==> src/cou_pkg.sv <==
// Operation
// RULE_01 - enable bit 7 of main control turns the generator on; cleared keeps it off
// RULE_02 - load request bit 6 schedules count-to-buffer transfer at next input events; when enabled, code transfers only at an event on a generator tick
// RULE_03 - hardware clears load request when the transfer is done
// RULE_04 - main bit 5 and polarity bits 5:4 ignore writes and read zero
// RULE_05 - clock select: 10 fast oscillator, 01 system clock, 00 system clock/4
// RULE_06 - software must not write reserved clock select code 11
// RULE_07 - mode 101 push-pull pair, mode 100 half-bridge pair
// RULE_08 - mode 011 reverse full bridge, mode 010 forward full bridge
// RULE_09 - mode 001 synchronous steered output, mode 000 plain steered output
// RULE_10 - software must not write reserved mode codes 11x
// RULE_11 - rise dead-band source set uses delay chain, cleared uses clock counts
// RULE_12 - fall dead-band source set uses delay chain, cleared uses clock counts
// RULE_13 - polarity bits 3..0 for outputs D..A make active level low when set
// RULE_14 - each rising source enable bit admits its source; cleared source ignored
// RULE_15 - rising sources bit7 numeric osc down to bit0 remapped pin
// RULE_16 - all implemented control bits clear to zero on every reset
// RULE_17 - while disabled, count writes load working buffers directly
// RULE_18 - while enabled, buffers update together only after load request
// RULE_19 - any enabled rising source alone can produce a rising event
package cou_pkg;
    localparam logic [7:0] ADDR_MAIN     = 8'h00;
    localparam logic [7:0] ADDR_DBPOL    = 8'h04;
    localparam logic [7:0] ADDR_RISE     = 8'h08;
    localparam logic [7:0] ADDR_RISE_DB  = 8'h0C;
    localparam logic [7:0] ADDR_FALL_DB  = 8'h10;
    localparam logic [7:0] ADDR_STATUS   = 8'h14;
    localparam int         BIT_EN        = 7;
    localparam int         BIT_LD        = 6;
    localparam int         CS_LSB        = 3;
    localparam int         BIT_RDBS      = 7;
    localparam int         BIT_FDBS      = 6;
    localparam logic [7:0] MAIN_WMASK    = 8'hDF;
    localparam logic [7:0] DBPOL_WMASK   = 8'hCF;
    localparam logic [7:0] RESET_VAL     = 8'h00;
    localparam logic [1:0] CS_FOSC4      = 2'h0;
    localparam logic [1:0] CS_FOSC       = 2'h1;
    localparam logic [1:0] CS_FAST       = 2'h2;
    localparam logic [1:0] DIV4_LAST     = 2'h3;
    localparam logic [1:0] RESP_OKAY     = 2'h0;
    localparam logic [1:0] RESP_SLVERR   = 2'h2;
    typedef enum logic [2:0] {
        COU_MD_STEER      = 3'b000,
        COU_MD_SYNC_STEER = 3'b001,
        COU_MD_FWD_FULL   = 3'b010,
        COU_MD_REV_FULL   = 3'b011,
        COU_MD_HALF       = 3'b100,
        COU_MD_PUSH_PULL  = 3'b101
    } cou_mode_t;
    typedef enum logic [1:0] {
        COU_LD_IDLE = 2'b00,
        COU_LD_WAIT = 2'b01,
        COU_LD_COPY = 2'b10
    } cou_ld_state_t;
endpackage

==> src/cou_clk_sel.sv <==
`timescale 1ns/1ps
module cou_clk_sel
    import cou_pkg::*;
(
    input  wire logic       clk_i,
    input  wire logic       rst_n_i,
    input  wire logic       en_i,
    input  wire logic [1:0] sel_i,
    input  wire logic       fast_tick_i,
    output logic            tick_o
);
    logic [1:0] div_cnt;
    wire        div_wrap = (div_cnt == DIV4_LAST);
    wire        next_tick = en_i && ((sel_i == CS_FOSC) ||                 // [RULE_05]
                                     (sel_i == CS_FOSC4 && div_wrap) ||
                                     (sel_i == CS_FAST && fast_tick_i));
    always_ff @(posedge clk_i or negedge rst_n_i) begin
        if (!rst_n_i) begin
            div_cnt <= 2'h0;
            tick_o  <= 1'b0;
        end else begin
            div_cnt <= en_i ? div_cnt + 2'h1 : 2'h0;
            tick_o  <= next_tick;
        end
    end
endmodule

==> src/cou_rise_sel.sv <==
`timescale 1ns/1ps
module cou_rise_sel
    import cou_pkg::*;
(
    input  wire logic       clk_i,
    input  wire logic       rst_n_i,
    input  wire logic [7:0] src_i,  // 7 osc, 6 modulator, 5:4 capture-compare, 3 logic cell, 2:1 comps, 0 pin [RULE_15]
    input  wire logic [7:0] en_i,
    output logic            rise_o
);
    logic [7:0] gated;
    genvar g;
    generate
        for (g = 0; g < 8; g++) begin : g_src
            assign gated[g] = src_i[g] & en_i[g];                       // [RULE_14]
        end
    endgenerate
    always_ff @(posedge clk_i or negedge rst_n_i) begin
        if (!rst_n_i) rise_o <= 1'b0;
        else rise_o <= |gated;                                          // [RULE_19]
    end
endmodule

==> src/cou_ctrl_regs.sv <==
`timescale 1ns/1ps
module cou_ctrl_regs
    import cou_pkg::*;
(
    input  wire logic       CORE_CLK_I,
    input  wire logic       RST_N_I,
    input  wire logic [7:0] S_AXI_AWADDR_I,
    input  wire logic       S_AXI_AWVALID_I,
    output logic            S_AXI_AWREADY_O,
    input  wire logic [31:0] S_AXI_WDATA_I,
    input  wire logic [3:0] S_AXI_WSTRB_I,
    input  wire logic       S_AXI_WVALID_I,
    output logic            S_AXI_WREADY_O,
    output logic [1:0]      S_AXI_BRESP_O,
    output logic            S_AXI_BVALID_O,
    input  wire logic       S_AXI_BREADY_I,
    input  wire logic [7:0] S_AXI_ARADDR_I,
    input  wire logic       S_AXI_ARVALID_I,
    output logic            S_AXI_ARREADY_O,
    output logic [31:0]     S_AXI_RDATA_O,
    output logic [1:0]      S_AXI_RRESP_O,
    output logic            S_AXI_RVALID_O,
    input  wire logic       S_AXI_RREADY_I,
    input  wire logic       FAST_OSC_TICK_I,
    input  wire logic [7:0] RISE_SRC_I,
    input  wire logic       FALL_EVENT_I,
    output logic            MODULE_ON_O,
    output logic            GEN_CLK_TICK_O,
    output logic            RISE_EVENT_O,
    output logic [2:0]      OUTPUT_MODE_O,
    output logic            RISE_DB_CHAIN_O,
    output logic            FALL_DB_CHAIN_O,
    output logic [3:0]      OUT_POLARITY_O,
    output logic            FAST_OSC_KEEP_O,
    output logic [7:0]      RISE_DB_BUF_O,
    output logic [7:0]      FALL_DB_BUF_O
);
    logic [7:0]    main_reg;
    logic [7:0]    dbpol_reg;
    logic [7:0]    rise_en;
    logic [7:0]    rise_db;
    logic [7:0]    fall_db;
    logic          aw_held;
    logic          w_held;
    logic [7:0]    aw_addr;
    logic [7:0]    w_data;
    logic          w_lane0;
    cou_ld_state_t ld_state;
    logic          gen_tick;
    logic          rise_ev;

    // write address and data captured separately, either order
    wire        aw_take   = S_AXI_AWVALID_I && !aw_held;
    wire        w_take    = S_AXI_WVALID_I && !w_held;
    wire        wr_go     = aw_held && w_held && !S_AXI_BVALID_O;
    wire        wr_lane   = wr_go && w_lane0;
    wire        wr_main   = wr_lane && (aw_addr == ADDR_MAIN);
    wire        wr_dbpol  = wr_lane && (aw_addr == ADDR_DBPOL);
    wire        wr_rise   = wr_lane && (aw_addr == ADDR_RISE);
    wire        wr_rdb    = wr_lane && (aw_addr == ADDR_RISE_DB);
    wire        wr_fdb    = wr_lane && (aw_addr == ADDR_FALL_DB);
    wire        wr_hit    = (aw_addr == ADDR_MAIN) || (aw_addr == ADDR_DBPOL) ||
                            (aw_addr == ADDR_RISE) || (aw_addr == ADDR_RISE_DB) ||
                            (aw_addr == ADDR_FALL_DB) || (aw_addr == ADDR_STATUS);
    wire        rd_go     = S_AXI_ARVALID_I && !S_AXI_RVALID_O;
    wire        module_on = main_reg[BIT_EN];                           // [RULE_01]
    // both event kinds count as "input events" for the transfer point
    wire        in_event  = rise_ev || FALL_EVENT_I;
    wire        ld_done   = (ld_state == COU_LD_COPY);
    wire        ld_req_wr = wr_main && w_data[BIT_LD];
    wire        direct_ld = !module_on;                                 // [RULE_17]
    wire [7:0]  status    = {6'h00, ld_state};
    wire [7:0]  next_main = (main_reg & ~MAIN_WMASK) | (w_data & MAIN_WMASK);
    wire [7:0]  rd_byte;
    wire        rd_hit;

    assign rd_hit  = (S_AXI_ARADDR_I == ADDR_MAIN) || (S_AXI_ARADDR_I == ADDR_DBPOL) ||
                     (S_AXI_ARADDR_I == ADDR_RISE) || (S_AXI_ARADDR_I == ADDR_RISE_DB) ||
                     (S_AXI_ARADDR_I == ADDR_FALL_DB) || (S_AXI_ARADDR_I == ADDR_STATUS);
    assign rd_byte = (S_AXI_ARADDR_I == ADDR_MAIN)    ? (main_reg & MAIN_WMASK) :   // [RULE_04]
                     (S_AXI_ARADDR_I == ADDR_DBPOL)   ? (dbpol_reg & DBPOL_WMASK) :
                     (S_AXI_ARADDR_I == ADDR_RISE)    ? rise_en :
                     (S_AXI_ARADDR_I == ADDR_RISE_DB) ? rise_db :
                     (S_AXI_ARADDR_I == ADDR_FALL_DB) ? fall_db :
                     (S_AXI_ARADDR_I == ADDR_STATUS)  ? status : 8'h00;

    cou_clk_sel u_clk (
        .clk_i       (CORE_CLK_I),
        .rst_n_i     (RST_N_I),
        .en_i        (module_on),
        .sel_i       (main_reg[CS_LSB+1:CS_LSB]),
        .fast_tick_i (FAST_OSC_TICK_I),
        .tick_o      (gen_tick)
    );

    cou_rise_sel u_rise (
        .clk_i   (CORE_CLK_I),
        .rst_n_i (RST_N_I),
        .src_i   (RISE_SRC_I),
        .en_i    (rise_en),
        .rise_o  (rise_ev)
    );

    always_ff @(posedge CORE_CLK_I or negedge RST_N_I) begin
        if (!RST_N_I) begin
            aw_held         <= 1'b0;
            w_held          <= 1'b0;
            S_AXI_AWREADY_O <= 1'b1;
            S_AXI_WREADY_O  <= 1'b1;
            aw_addr         <= 8'h00;
            w_data          <= 8'h00;
            w_lane0         <= 1'b0;
            S_AXI_BVALID_O  <= 1'b0;
            S_AXI_BRESP_O   <= RESP_OKAY;
        end else begin
            if (aw_take) begin
                aw_held <= 1'b1;
                S_AXI_AWREADY_O <= 1'b0;
                aw_addr <= {S_AXI_AWADDR_I[7:2], 2'h0};
            end
            if (w_take) begin
                w_held  <= 1'b1;
                S_AXI_WREADY_O <= 1'b0;
                w_data  <= S_AXI_WDATA_I[7:0];
                w_lane0 <= S_AXI_WSTRB_I[0];
            end
            if (wr_go) begin
                aw_held        <= 1'b0;
                w_held         <= 1'b0;
                // readies mirror the holds as flops, so no port is combinational
                S_AXI_AWREADY_O <= 1'b1;
                S_AXI_WREADY_O  <= 1'b1;
                S_AXI_BVALID_O <= 1'b1;
                S_AXI_BRESP_O  <= wr_hit ? RESP_OKAY : RESP_SLVERR;
            end else if (S_AXI_BREADY_I) begin
                S_AXI_BVALID_O <= 1'b0;
            end
        end
    end

    always_ff @(posedge CORE_CLK_I or negedge RST_N_I) begin
        if (!RST_N_I) begin
            S_AXI_RVALID_O <= 1'b0;
            S_AXI_ARREADY_O <= 1'b1;
            S_AXI_RDATA_O  <= 32'h0000_0000;
            S_AXI_RRESP_O  <= RESP_OKAY;
        end else if (rd_go) begin
            S_AXI_RVALID_O <= 1'b1;
            S_AXI_ARREADY_O <= 1'b0;
            S_AXI_RDATA_O  <= {24'h000000, rd_byte};
            S_AXI_RRESP_O  <= rd_hit ? RESP_OKAY : RESP_SLVERR;
        end else if (S_AXI_RREADY_I) begin
            S_AXI_RVALID_O <= 1'b0;
            S_AXI_ARREADY_O <= 1'b1;
        end
    end

    always_ff @(posedge CORE_CLK_I or negedge RST_N_I) begin
        if (!RST_N_I) begin
            main_reg  <= RESET_VAL;                                     // [RULE_16]
            dbpol_reg <= RESET_VAL;
            rise_en   <= RESET_VAL;
        end else begin
            if (wr_main) main_reg <= next_main;
            else if (ld_done) main_reg[BIT_LD] <= 1'b0;                 // [RULE_03]
            if (wr_dbpol) dbpol_reg <= w_data & DBPOL_WMASK;            // [RULE_04]
            if (wr_rise) rise_en <= w_data;
        end
    end

    // load handshake: a write wins over a same-cycle completion
    always_ff @(posedge CORE_CLK_I or negedge RST_N_I) begin
        if (!RST_N_I) begin
            ld_state <= COU_LD_IDLE;
        end else begin
            case (ld_state)
                COU_LD_IDLE: if (ld_req_wr) ld_state <= direct_ld ? COU_LD_COPY : COU_LD_WAIT;
                COU_LD_WAIT: if (!module_on || (in_event && gen_tick)) ld_state <= COU_LD_COPY;  // [RULE_02] [RULE_18]
                COU_LD_COPY: ld_state <= ld_req_wr ? COU_LD_WAIT : COU_LD_IDLE;
                default:     ld_state <= COU_LD_IDLE;
            endcase
        end
    end

    always_ff @(posedge CORE_CLK_I or negedge RST_N_I) begin
        if (!RST_N_I) begin
            rise_db       <= RESET_VAL;
            fall_db       <= RESET_VAL;
            RISE_DB_BUF_O <= RESET_VAL;
            FALL_DB_BUF_O <= RESET_VAL;
        end else begin
            if (wr_rdb) rise_db <= w_data;
            if (wr_fdb) fall_db <= w_data;
            if (direct_ld) begin                                        // [RULE_17]
                RISE_DB_BUF_O <= wr_rdb ? w_data : rise_db;
                FALL_DB_BUF_O <= wr_fdb ? w_data : fall_db;
            end else if (ld_done) begin                                 // [RULE_18]
                RISE_DB_BUF_O <= rise_db;
                FALL_DB_BUF_O <= fall_db;
            end
        end
    end

    always_ff @(posedge CORE_CLK_I or negedge RST_N_I) begin
        if (!RST_N_I) begin
            MODULE_ON_O     <= 1'b0;
            GEN_CLK_TICK_O  <= 1'b0;
            RISE_EVENT_O    <= 1'b0;
            OUTPUT_MODE_O   <= COU_MD_STEER;
            RISE_DB_CHAIN_O <= 1'b0;
            FALL_DB_CHAIN_O <= 1'b0;
            OUT_POLARITY_O  <= 4'h0;
            FAST_OSC_KEEP_O <= 1'b0;
        end else begin
            MODULE_ON_O     <= module_on;                               // [RULE_01]
            GEN_CLK_TICK_O  <= gen_tick;
            RISE_EVENT_O    <= rise_ev && module_on;                    // [RULE_19]
            OUTPUT_MODE_O   <= main_reg[2:0];                           // [RULE_07] [RULE_08] [RULE_09]
            RISE_DB_CHAIN_O <= dbpol_reg[BIT_RDBS];                     // [RULE_11]
            FALL_DB_CHAIN_O <= dbpol_reg[BIT_FDBS];                     // [RULE_12]
            OUT_POLARITY_O  <= dbpol_reg[3:0];                          // [RULE_13]
            FAST_OSC_KEEP_O <= module_on && (main_reg[CS_LSB+1:CS_LSB] == CS_FAST);  // [RULE_05]
        end
    end
endmodule

==> config.mk <==
export PLATFORM = sky130hd
export DESIGN_NAME = cou_ctrl_regs
export DESIGN_NICKNAME = d
export VERILOG_FILES = /design/src/cou_pkg.sv /design/src/cou_clk_sel.sv /design/src/cou_rise_sel.sv /design/src/cou_ctrl_regs.sv
export SDC_FILE = /design/constraint.sdc
export NUM_CORES = 1
export LEC_CHECK = 0
export ABC_AREA = 1
export ABC_CLOCK_PERIOD_IN_PS = 1500
export BUFFER_PORTS_ARGS = -buffer_cell sky130_fd_sc_hd__buf_2
export CORE_ASPECT_RATIO = 2
export CORE_MARGIN = 2
export CORE_UTILIZATION = 35
export DETAILED_ROUTE_END_ITERATION = 10
export PLACE_DENSITY_LB_ADDON = 0.2
export SETUP_SLACK_MARGIN = 0.02
export SYNTH_ARGS = -nofsm -noshare
export SYNTH_HDL_FRONTEND = slang
export SYNTH_SLANG_ARGS = --single-unit
export TNS_END_PERCENT = 1
==> constraint.sdc <==
create_clock -name CORE_CLK_I -period 1.5 [get_ports CORE_CLK_I]
set_clock_uncertainty 0.1 [all_clocks]
set_input_delay 0.075 -clock CORE_CLK_I [delete_from_list [all_inputs] [get_ports CORE_CLK_I]]
set_output_delay 0.075 -clock CORE_CLK_I [all_outputs]
set_load 0.02 [all_outputs]
Word level (Yosys, flattened, before mapping) --
Cells that the tools add are included.
Word-level totals: input port bits 69, output and inout bits 70, flip-flop bits (word level) 107
Cells by class: mux-type cells 36, reductions and logical operators 48, bitwise gates (word level) 9, add/subtract/negate cells 1, equal/unequal tests 18
Operator list (count):
- two-way mux 8 bit | 11
- logical AND 1 bit | 18
- two-way mux 1 bit | 17
- equality test 8 x 4 -> 1 bit (second input constant) | 2
- equality test 8 x 5 -> 1 bit (second input constant) | 2
- logical NOT 8 bit | 2
- logical OR 1 bit | 14
- two-way mux 2 bit | 7
- equality test 6 x 2 -> 1 bit (second input constant) | 2
- equality test 6 x 3 -> 1 bit (second input constant) | 2
- nonzero test 2 bit | 5
- bitwise AND 1 bit | 8
- equality test 8 x 3 -> 1 bit (second input constant) | 1
- OR 6 x 8 -> 8 bit | 1
- OR reduction 8 bit | 1
- equality test 2 bit (second input constant) | 3
- equality test 6 x 1 -> 1 bit (second input constant) | 1
- one-hot mux 2 bit (3 select lines) | 1
- logical NOT 1 bit | 5
- equality test 2 x 1 -> 1 bit (second input constant) | 2
- logical NOT 2 bit | 2
- != test 2 bit (second input constant) | 2
- adder 2 x 1 -> 2 bit (second input constant) | 1
- != test 2 x 1 -> 1 bit (second input constant) | 1
- AND reduction 2 bit | 1

Depth between registers and ports, before layout --
Gate-level depths: netlist of run 1.
depth after elaboration 7, depth in mapped cells 11, depth with buffers taken out 10

Modules after synthesis --
From an unflattened synthesis of run 1, not the netlist that was laid out.
Second synthesis, totals: cell total of the unflattened synthesis 560, area, all modules 4767.1 sq um
Modules (own cells, without submodules):
- cou_ctrl_regs | sequential area each 2506.2 sq um, area each 4555.6 sq um, times used 1, cells each 529
- cou_clk_sel | sequential area each 75.1 sq um, area each 130.1 sq um, times used 1, cells each 15
- cou_rise_sel | sequential area each 25.0 sq um, area each 81.3 sq um, times used 1, cells each 16

Least setup slack after synthesis of run 1 --
No wires, ideal clock.
kind reg2reg, start point register S_AXI_BVALID_O, end point register FALL_DB_BUF_O[6], buffers on the path 1, cell stages (with the launch flop) 10, slack -0.068 ns, arrival time 1.334 ns, data required time 1.266 ns, path through dfrtp_1 inv_1 nand3_2 nor2_2 inv_2 nor2_8 buf_12 nand2_1 o21ai_2 o21bai_2
Between the ends: word-level cells in the longest chain between the ends 6
RTL lines:
- start, declared | RTL line cou_ctrl_regs.sv:15 | output logic S_AXI_BVALID_O,
- start signal, assigned | RTL line cou_ctrl_regs.sv:113 | S_AXI_BVALID_O <= 1'b0;
- start signal, assigned | RTL line cou_ctrl_regs.sv:133 | S_AXI_BVALID_O <= 1'b1;
- start signal, assigned | RTL line cou_ctrl_regs.sv:136 | S_AXI_BVALID_O <= 1'b0;
- logical NOT 1 bit | RTL line cou_ctrl_regs.sv:55 | wire wr_go = aw_held && w_held && !S_AXI_BVALID_O;
- logical AND 1 bit | RTL line cou_ctrl_regs.sv:55
- logical AND 1 bit | RTL line cou_ctrl_regs.sv:56 | wire wr_lane = wr_go && w_lane0;
- logical AND 1 bit | RTL line cou_ctrl_regs.sv:61 | wire wr_fdb = wr_lane && (aw_addr == ADDR_FALL_DB);
- two-way mux 8 bit
- two-way mux 8 bit | RTL line cou_ctrl_regs.sv:194 | if (direct_ld) begin
- end signal, assigned | RTL line cou_ctrl_regs.sv:196 | FALL_DB_BUF_O <= wr_fdb ? w_data : fall_db;
- end signal, assigned | RTL line cou_ctrl_regs.sv:199 | FALL_DB_BUF_O <= fall_db;
- end, declared | RTL line cou_ctrl_regs.sv:36 | output logic [7:0] FALL_DB_BUF_O
No other way between the ends. A chain may end at the register's enable or synchronous reset.

Worst setup path in the final report of run 1 --
start point register aw_addr[6], end point register rise_en[3]
Between the ends: word-level cells in the longest chain between the ends 2
RTL lines:
- start, declared | RTL line cou_ctrl_regs.sv:45 | logic [7:0] aw_addr;
- start signal, assigned | RTL line cou_ctrl_regs.sv:119 | aw_addr <= {S_AXI_AWADDR_I[7:2], 2'h0};
- equality test 6 x 2 -> 1 bit | RTL line cou_ctrl_regs.sv:59 | wire wr_rise = wr_lane && (aw_addr == ADDR_RISE);
- logical AND 1 bit | RTL line cou_ctrl_regs.sv:59
- end signal, assigned | RTL line cou_ctrl_regs.sv:167 | if (wr_rise) rise_en <= w_data;
- end, declared | RTL line cou_ctrl_regs.sv:40 | logic [7:0] rise_en;
No other way between the ends.

==> impl_metrics.tcl, run 1 <==
set metrics [dict create \
    clkSlewWorstSetupHoldPaths_ps 70 \
    finalSetupViolations 25 \
    crit_fanout 16 \
    drt_pass1_iterations 4 \
    grt_pass1_wl_mm 20.4 \
    slew_headroom 0.667 \
    die_h_um 170 \
    crit_path_end_kind "flip-flop" \
    clock_latency_ps 350 \
    fmax_mhz 641 \
    syn_to_final_growth_pct 28.3 \
    fillers 1388 \
    tightest_slew_ps 500 \
    vias_per_cell 4.76 \
    finalNetCount 750 \
    grt_pass1_vias 4054 \
    first_iter_violations 194 \
    grt_antenna_before_repair 0 \
    core_sq_mm 0.0135 \
    grt_max_degree 36 \
    critPathKind "flip-flop to flip-flop" \
    route.detailed.wl_per_inst_um 15.4 \
    pin_count 139 \
    grt.met2_usage 0.349 \
    hpwl_mm 9.91 \
    vias 4002 \
    yosys_register_bits 104 \
    finalCritPeriodShare 1.04 \
    htree_levels 3 \
    pwr-share-seq 0.432 \
    ys_warn_count 0 \
    synth_cells 541 \
    maxCapViolations 0 \
    power.total_mw 9.85 \
    p_per_area_mw_per_mm2 1590 \
    power.internal_mw 6.05 \
    grtUsageMet1 0.191 \
    mostFrequentLayoutCells "128 x nand2_1, 100 x dfrtp_1, 82 x buf_2" \
    crit_arrival_ps 1690 \
    start_kind "flip-flop" \
    clockBufferDepth 2 \
    drt-total-wl_mm 12.9 \
    clkSinkCount 104 \
    busiest_layer "met2" \
    postPlaceCellArea_sq_mm 0.00558 \
    holdCritPathClass "primary input to flip-flop" \
    place.gp.congestion 0.876 \
    combPwrFrac 0.335 \
    gr-total-overflow 0 \
    drc 0 \
    die_w_um 87.2 \
    power_switching_mw 3.80 \
    worst_slack_ps -60.7 \
    drive_gt1_frac 0.288 \
    clkPwrFrac 0.233 \
    netlist.area_leader.share 0.522 \
    cts_tree "built" \
    insertedDiodeCount 0 \
    grtUsageTotal 0.184 \
    io_buffers 83 \
    failed_checks "negative setup slack" \
    power.leakage_nw 3.33 \
    die_area_sq_mm 0.0148 \
    slew_violations 0 \
    start_util 0.358 \
    layout_commonest_cell "nand2_1" \
    required_ps 1630 \
    final_hold_viol_count 0 \
    status "finished, violations left" \
    utilization 0.460 \
    grt_util_met3 0.0272 \
    cts_buffers 9 \
    rsz0062_at_grt "true" \
    synth_area_sq_mm 0.00484 \
    period_needed_ps 1560 \
    ir_drop_mv 0.855 \
    p_sw_frac 0.386 \
    synth.avg_cell_area_sq_um 8.95 \
    cts-root-buf "clkbuf_16" \
    synth_seq_area_share 0.539 \
    stdcell_area_sq_mm 0.00621 \
    synth_area_leaders "dfrtp_1 52%, nand2_1 10%, nand3_1 7.2%" \
    ys_types 33 \
    drt.antenna.violating_nets 0 \
    num_rows 60 \
    synth_top_area_cell "dfrtp_1" \
]
synthesized netlist by cell type (all sizes together):
library cell and instances:
conb 1, o22a 1, dfrtp 101, nand4 5, a221oi 2, a31oi 1, a22o 2, nor2 46
nor3 1, ha 1, nand2 135, buf 39, clkbuf 5, nand3 73, o211ai 1, inv 51
o21bai 8, o21ai 61, dfstp 3, a21oi 4
through the flow:
step | setup TNS [ps] | hold WS [ps] | worst slack, ps | cells
after floorplan | -5.80 | -321 | -1.51 | 566
after global placement | -1350 | -27.4 | -102 | 796
after detailed placement | -2340 | -21.8 | -122 | 796
after CTS | -732 | 3.84 | -49.0 | 840
after global routing | -4600 | 0.388 | -162 | 840
final | -619 | 0.595 | -60.7 | 840
worst max-delay path: stages (launching register included):
cell and delay, ps:
dfrtp_1 390, nor2_2 140, buf_4 120, nand2_1 110
nor2_8 180, buf_4 150, nand2_8 100, nand2_1 110
o21ai_2 50
final timing paths:
check	from	end	slack [ps]	cells past startpoint
max	aw_addr[6]$_DFFE_PN0P_	rise_en[3]$_DFFE_PN0P_	-60	8
min	S_AXI_ARVALID_I	S_AXI_ARREADY_O$_DFFE_PN1P_	0.6	4
max reg2reg	aw_addr[6]$_DFFE_PN0P_	rise_en[3]$_DFFE_PN0P_	-60	8
min reg2reg	u_clk.tick_o$_DFF_PN0_	GEN_CLK_TICK_O$_DFF_PN0_	270	0
max in group asynchronous	RST_N_I	S_AXI_ARREADY_O$_DFFE_PN1P_	580	3
min in group asynchronous	RST_N_I	FALL_DB_BUF_O[6]$_DFFE_PN0P_	130	2
power groups by stage:
stage	clock network, mW	registers (mW)	logic (mW)
6_report	2.29	4.26	3.29
4_1_cts	2.35	4.26	3.34
3_3_place_gp	0	4.28	3.06
3_5_place_dp	0	4.31	3.11
2_1_floorplan	0	4.54	1.52
5_1_grt	2.45	4.35	3.63
logic make-up after synthesis:
logic type	Yosys count	share of synthesized area
AOI/OAI and AO/OA	80	0.114
DFF	104	0.539
buffers and inverters	95	0.107
and+or+nand+nor	260	0.237
adders and majority gates	1	0.00258
other	1	0.000775
what timing repair did:
item                       4_1_cts  5_1_grt
cloned                           1        0
pin swaps                        6        0
buffers inserted                 3        0
setup endpoints to repair       48       48
resized for setup               12        3
hold buffers                    24        0
hold endpoints to repair       115        0
metal layers:
metal  part of all wire  vias up
met1               0.36     1872
met3              0.035       24
met4              0.037        0
li1                   -     1983
met5                  0        -
met2               0.57      123
area by class of cell:
cell class,instances,area (sq um),share of cell area
tap,155,194,0.0312
clock inverter,6,53.8,0.00866
multi-input combinational,368,1900,0.306
timing repair buffer,146,1020,0.164
sequential,104,2610,0.420
clock buffer,10,239,0.0385
inverter,51,199,0.0320
Note: power is estimated with default switching activity, not from simulation.
==> inputs of run 2 (changes only) <==
- ABC_AREA: 1 -> default
==> run 2 against run 1 <==
  * The flow still finishes with violations (negative setup slack)
  * Register-to-register slack worse by 680 ps
  * Global-route usage down 0.31 points
  * Sequential power is 6.3% higher
  * Sequential cell count unchanged
  * Critical path type unchanged
  * Largest power group unchanged
  * Highest routed layer unchanged
==> impl_metrics.tcl, run 2 <==
set metrics [dict create \
    utilization 0.475 \
    pin_count 139 \
    layout_commonest_cell "dfrtp_1" \
    synth-edff-count 0 \
    status "finished, violations left" \
    place_ws_ps -765 \
    cp_cell_sequence "or4b_4, or3_4, nor3b_4, buf_6, mux2_4" \
    grt_pass1_wl_mm 19.7 \
    critPathKind "flip-flop to flip-flop" \
    crit_path_end_kind "flip-flop" \
    grtUsageTotal 0.181 \
    insertedDiodeCount 0 \
    place.gp.congestion 0.817 \
    start_kind "flip-flop" \
    synth_area_sq_mm 0.00462 \
    clockBufferDepth 2 \
    crit_fanout 6 \
    drt.antenna.violating_nets 0 \
    route.detailed.wl_per_inst_um 17.5 \
    synth.avg_cell_area_sq_um 11.2 \
    gr-total-overflow 0 \
    failed_checks "negative setup slack" \
    clkSlewWorstSetupHoldPaths_ps 70 \
    synth_top_area_cell "dfrtp_1" \
    synth_area_leaders "dfrtp_1 55%, mux2_2 9.3%, buf_4 4.2%" \
    io_buffers 83 \
    ys_warn_count 0 \
    cts-root-buf "clkbuf_16" \
    drt_pass1_iterations 4 \
    critical-path-max-stage-delay_ps 530 \
    clkSinkCount 104 \
    drc 0 \
    period_needed_ps 2240 \
    grt_pass1_vias 3655 \
    vias_per_cell 4.99 \
    yosys_register_bits 104 \
    crit_path_top_delay_cell "or4b_4" \
    drive_gt1_frac 0.373 \
    netlist.area_leader.share 0.547 \
    power.leakage_nw 3.06 \
    vias 3566 \
    worst_slack_ps -741 \
    synth.most_common_cell "dfrtp_1" \
    maxCapViolations 0 \
    tightest_slew_ps 513 \
    ir_drop_mv 0.935 \
    start_util 0.358 \
    rsz0062_at_grt "true" \
    syn_to_final_growth_pct 32.9 \
    async_reset_ff_frac 1.00 \
    die_h_um 167 \
    crit_arrival_ps 2380 \
    final_cell_count_no_fill 715 \
    p_per_area_mw_per_mm2 1750 \
    slew_violations 0 \
    grt_max_degree 36 \
    placed_cells 669 \
    power.total_mw 10.7 \
    die_area_sq_mm 0.0142 \
    stdcell_area_sq_mm 0.00614 \
    clock_latency_ps 350 \
    grt_antenna_before_repair 0 \
    critPathTopFamily "simple AND/OR/NAND/NOR gates" \
    first_iter_violations 189 \
    synthFlopType "dfrtp_1" \
    num_rows 59 \
    synth_cells 411 \
    die_w_um 85.3 \
    fmax_mhz 446 \
    synth_seq_area_share 0.564 \
    path_buf_inv 1 \
    htree_levels 3 \
    final_hold_viol_count 0 \
    hpwl_mm 9.53 \
    cts_tree "built" \
    drt-total-wl_mm 12.5 \
    core_sq_mm 0.0129 \
    required_ps 1640 \
    finalNetCount 628 \
    mostFrequentLayoutCells "101 x dfrtp_1, 82 x buf_2, 42 x buf_4" \
    cts_buffers 9 \
    ys_top_cells_by_count "101 x dfrtp_1, 38 x mux2_2, 37 x nand2_1" \
    postPlaceCellArea_sq_mm 0.00541 \
    ys_types 49 \
    finalSetupViolations 55 \
    finalCritPeriodShare 1.49 \
    fillers 1199 \
    holdCritPathClass "primary input to flip-flop" \
    slew_headroom 0.658 \
]
## run 2: cell types whose count changed after synthesis, sizes merged, moves of 9 or more
cell    delta
o22ai      +9
mux2      +38
nand3     -70
o21ai     -31
a21oi     +23
clkbuf    +12
mux2i     +13
inv       -38
buf       -10
nand2     -98
nor2      -28
## run 2: routing by layer
metal	track usage	vias to the layer above	routed length, um
met2	0.330	105	7070
li1	-	1691	-
met4	0.0766	0	325
met5	0	-	0
met1	0.197	1755	4540
met3	0.0382	15	558
## run 2: logic make-up (layout without fill, tap and decap cells)
| kind of cell | after synthesis | in the layout | share of synthesized area |
|---|---|---|---|
| mux | 51 | 51 | 0.121 |
| buf+inv | 59 | 186 | 0.0696 |
| compound gates | 92 | 92 | 0.119 |
| simple gates | 103 | 103 | 0.123 |
| other cells | 1 | 26 | 0.000811 |
| flops | 104 | 104 | 0.564 |
| fa+ha+maj | 1 | 1 | 0.00271 |
## run 2: what timing repair did
action | CTS | global route
pin swaps | 4 | 4
resized for setup | 24 | 7
hold buffers | 27 | 0
hold endpoints to repair | 80 | 0
setup buffers | 2 | 1
endpoints found under the setup margin | 55 | 56
## run 2: path summary, 6_finish.rpt
| check | startpoint | endpoint | slack [ps] | cells past startpoint |
|---|---|---|---|---|
| max in group asynchronous | RST_N_I | FALL_DB_BUF_O[4]$_DFFE_PN0P_ | 570 | 3 |
| max reg2reg | aw_addr[7]$_DFFE_PN0P_ | dbpol_reg[3]$_DFFE_PN0P_ | -740 | 5 |
| min reg2reg | u_clk.tick_o$_DFF_PN0_ | GEN_CLK_TICK_O$_DFF_PN0_ | 280 | 0 |
| min | RISE_SRC_I[1] | u_rise.rise_o$_DFF_PN0_ | 10 | 3 |
| max | aw_addr[7]$_DFFE_PN0P_ | dbpol_reg[3]$_DFFE_PN0P_ | -740 | 5 |
| min in group asynchronous | RST_N_I | main_reg[4]$_DFFE_PN0P_ | 130 | 2 |
## run 2: layout make-up
| cell class | count | area, sq um | area share |
|---|---|---|---|
| Clock buffer | 9 | 225 | 0.0367 |
| Clock inverter | 7 | 83.8 | 0.0136 |
| Tap cell | 152 | 190 | 0.0310 |
| Multi-Input combinational cell | 273 | 1900 | 0.310 |
| Timing Repair Buffer | 157 | 1090 | 0.177 |
| Inverter | 13 | 48.8 | 0.00794 |
| Sequential cell | 104 | 2610 | 0.424 |
## run 2: worst register-to-register path: stages (launching register included)
cell     delay [ps]
dfrtp_1         400
or4b_4          530
or3_4           420
nor3b_4         220
buf_6           170
mux2_4          300
## run 2: power breakdown
group | switching [mW] | internal (mW) | total [mW] | leakage (nW)
Sequential | 0.808 | 3.73 | 4.53 | 1.38
Combinational | 1.88 | 1.85 | 3.73 | 1.52
Clock | 1.13 | 1.33 | 2.46 | 0.149
Total | 3.83 | 6.90 | 10.7 | 3.06
## run 2: per-stage QoR
stage | setup TNS (ps) | hold slack, ps
finish | -32030 | 14.4
global route | -34600 | 13.2
CTS | -32310 | 3.37
detailed placement | -35220 | -23.2
global placement | -34080 | -18.4
floorplan | -35510 | -321
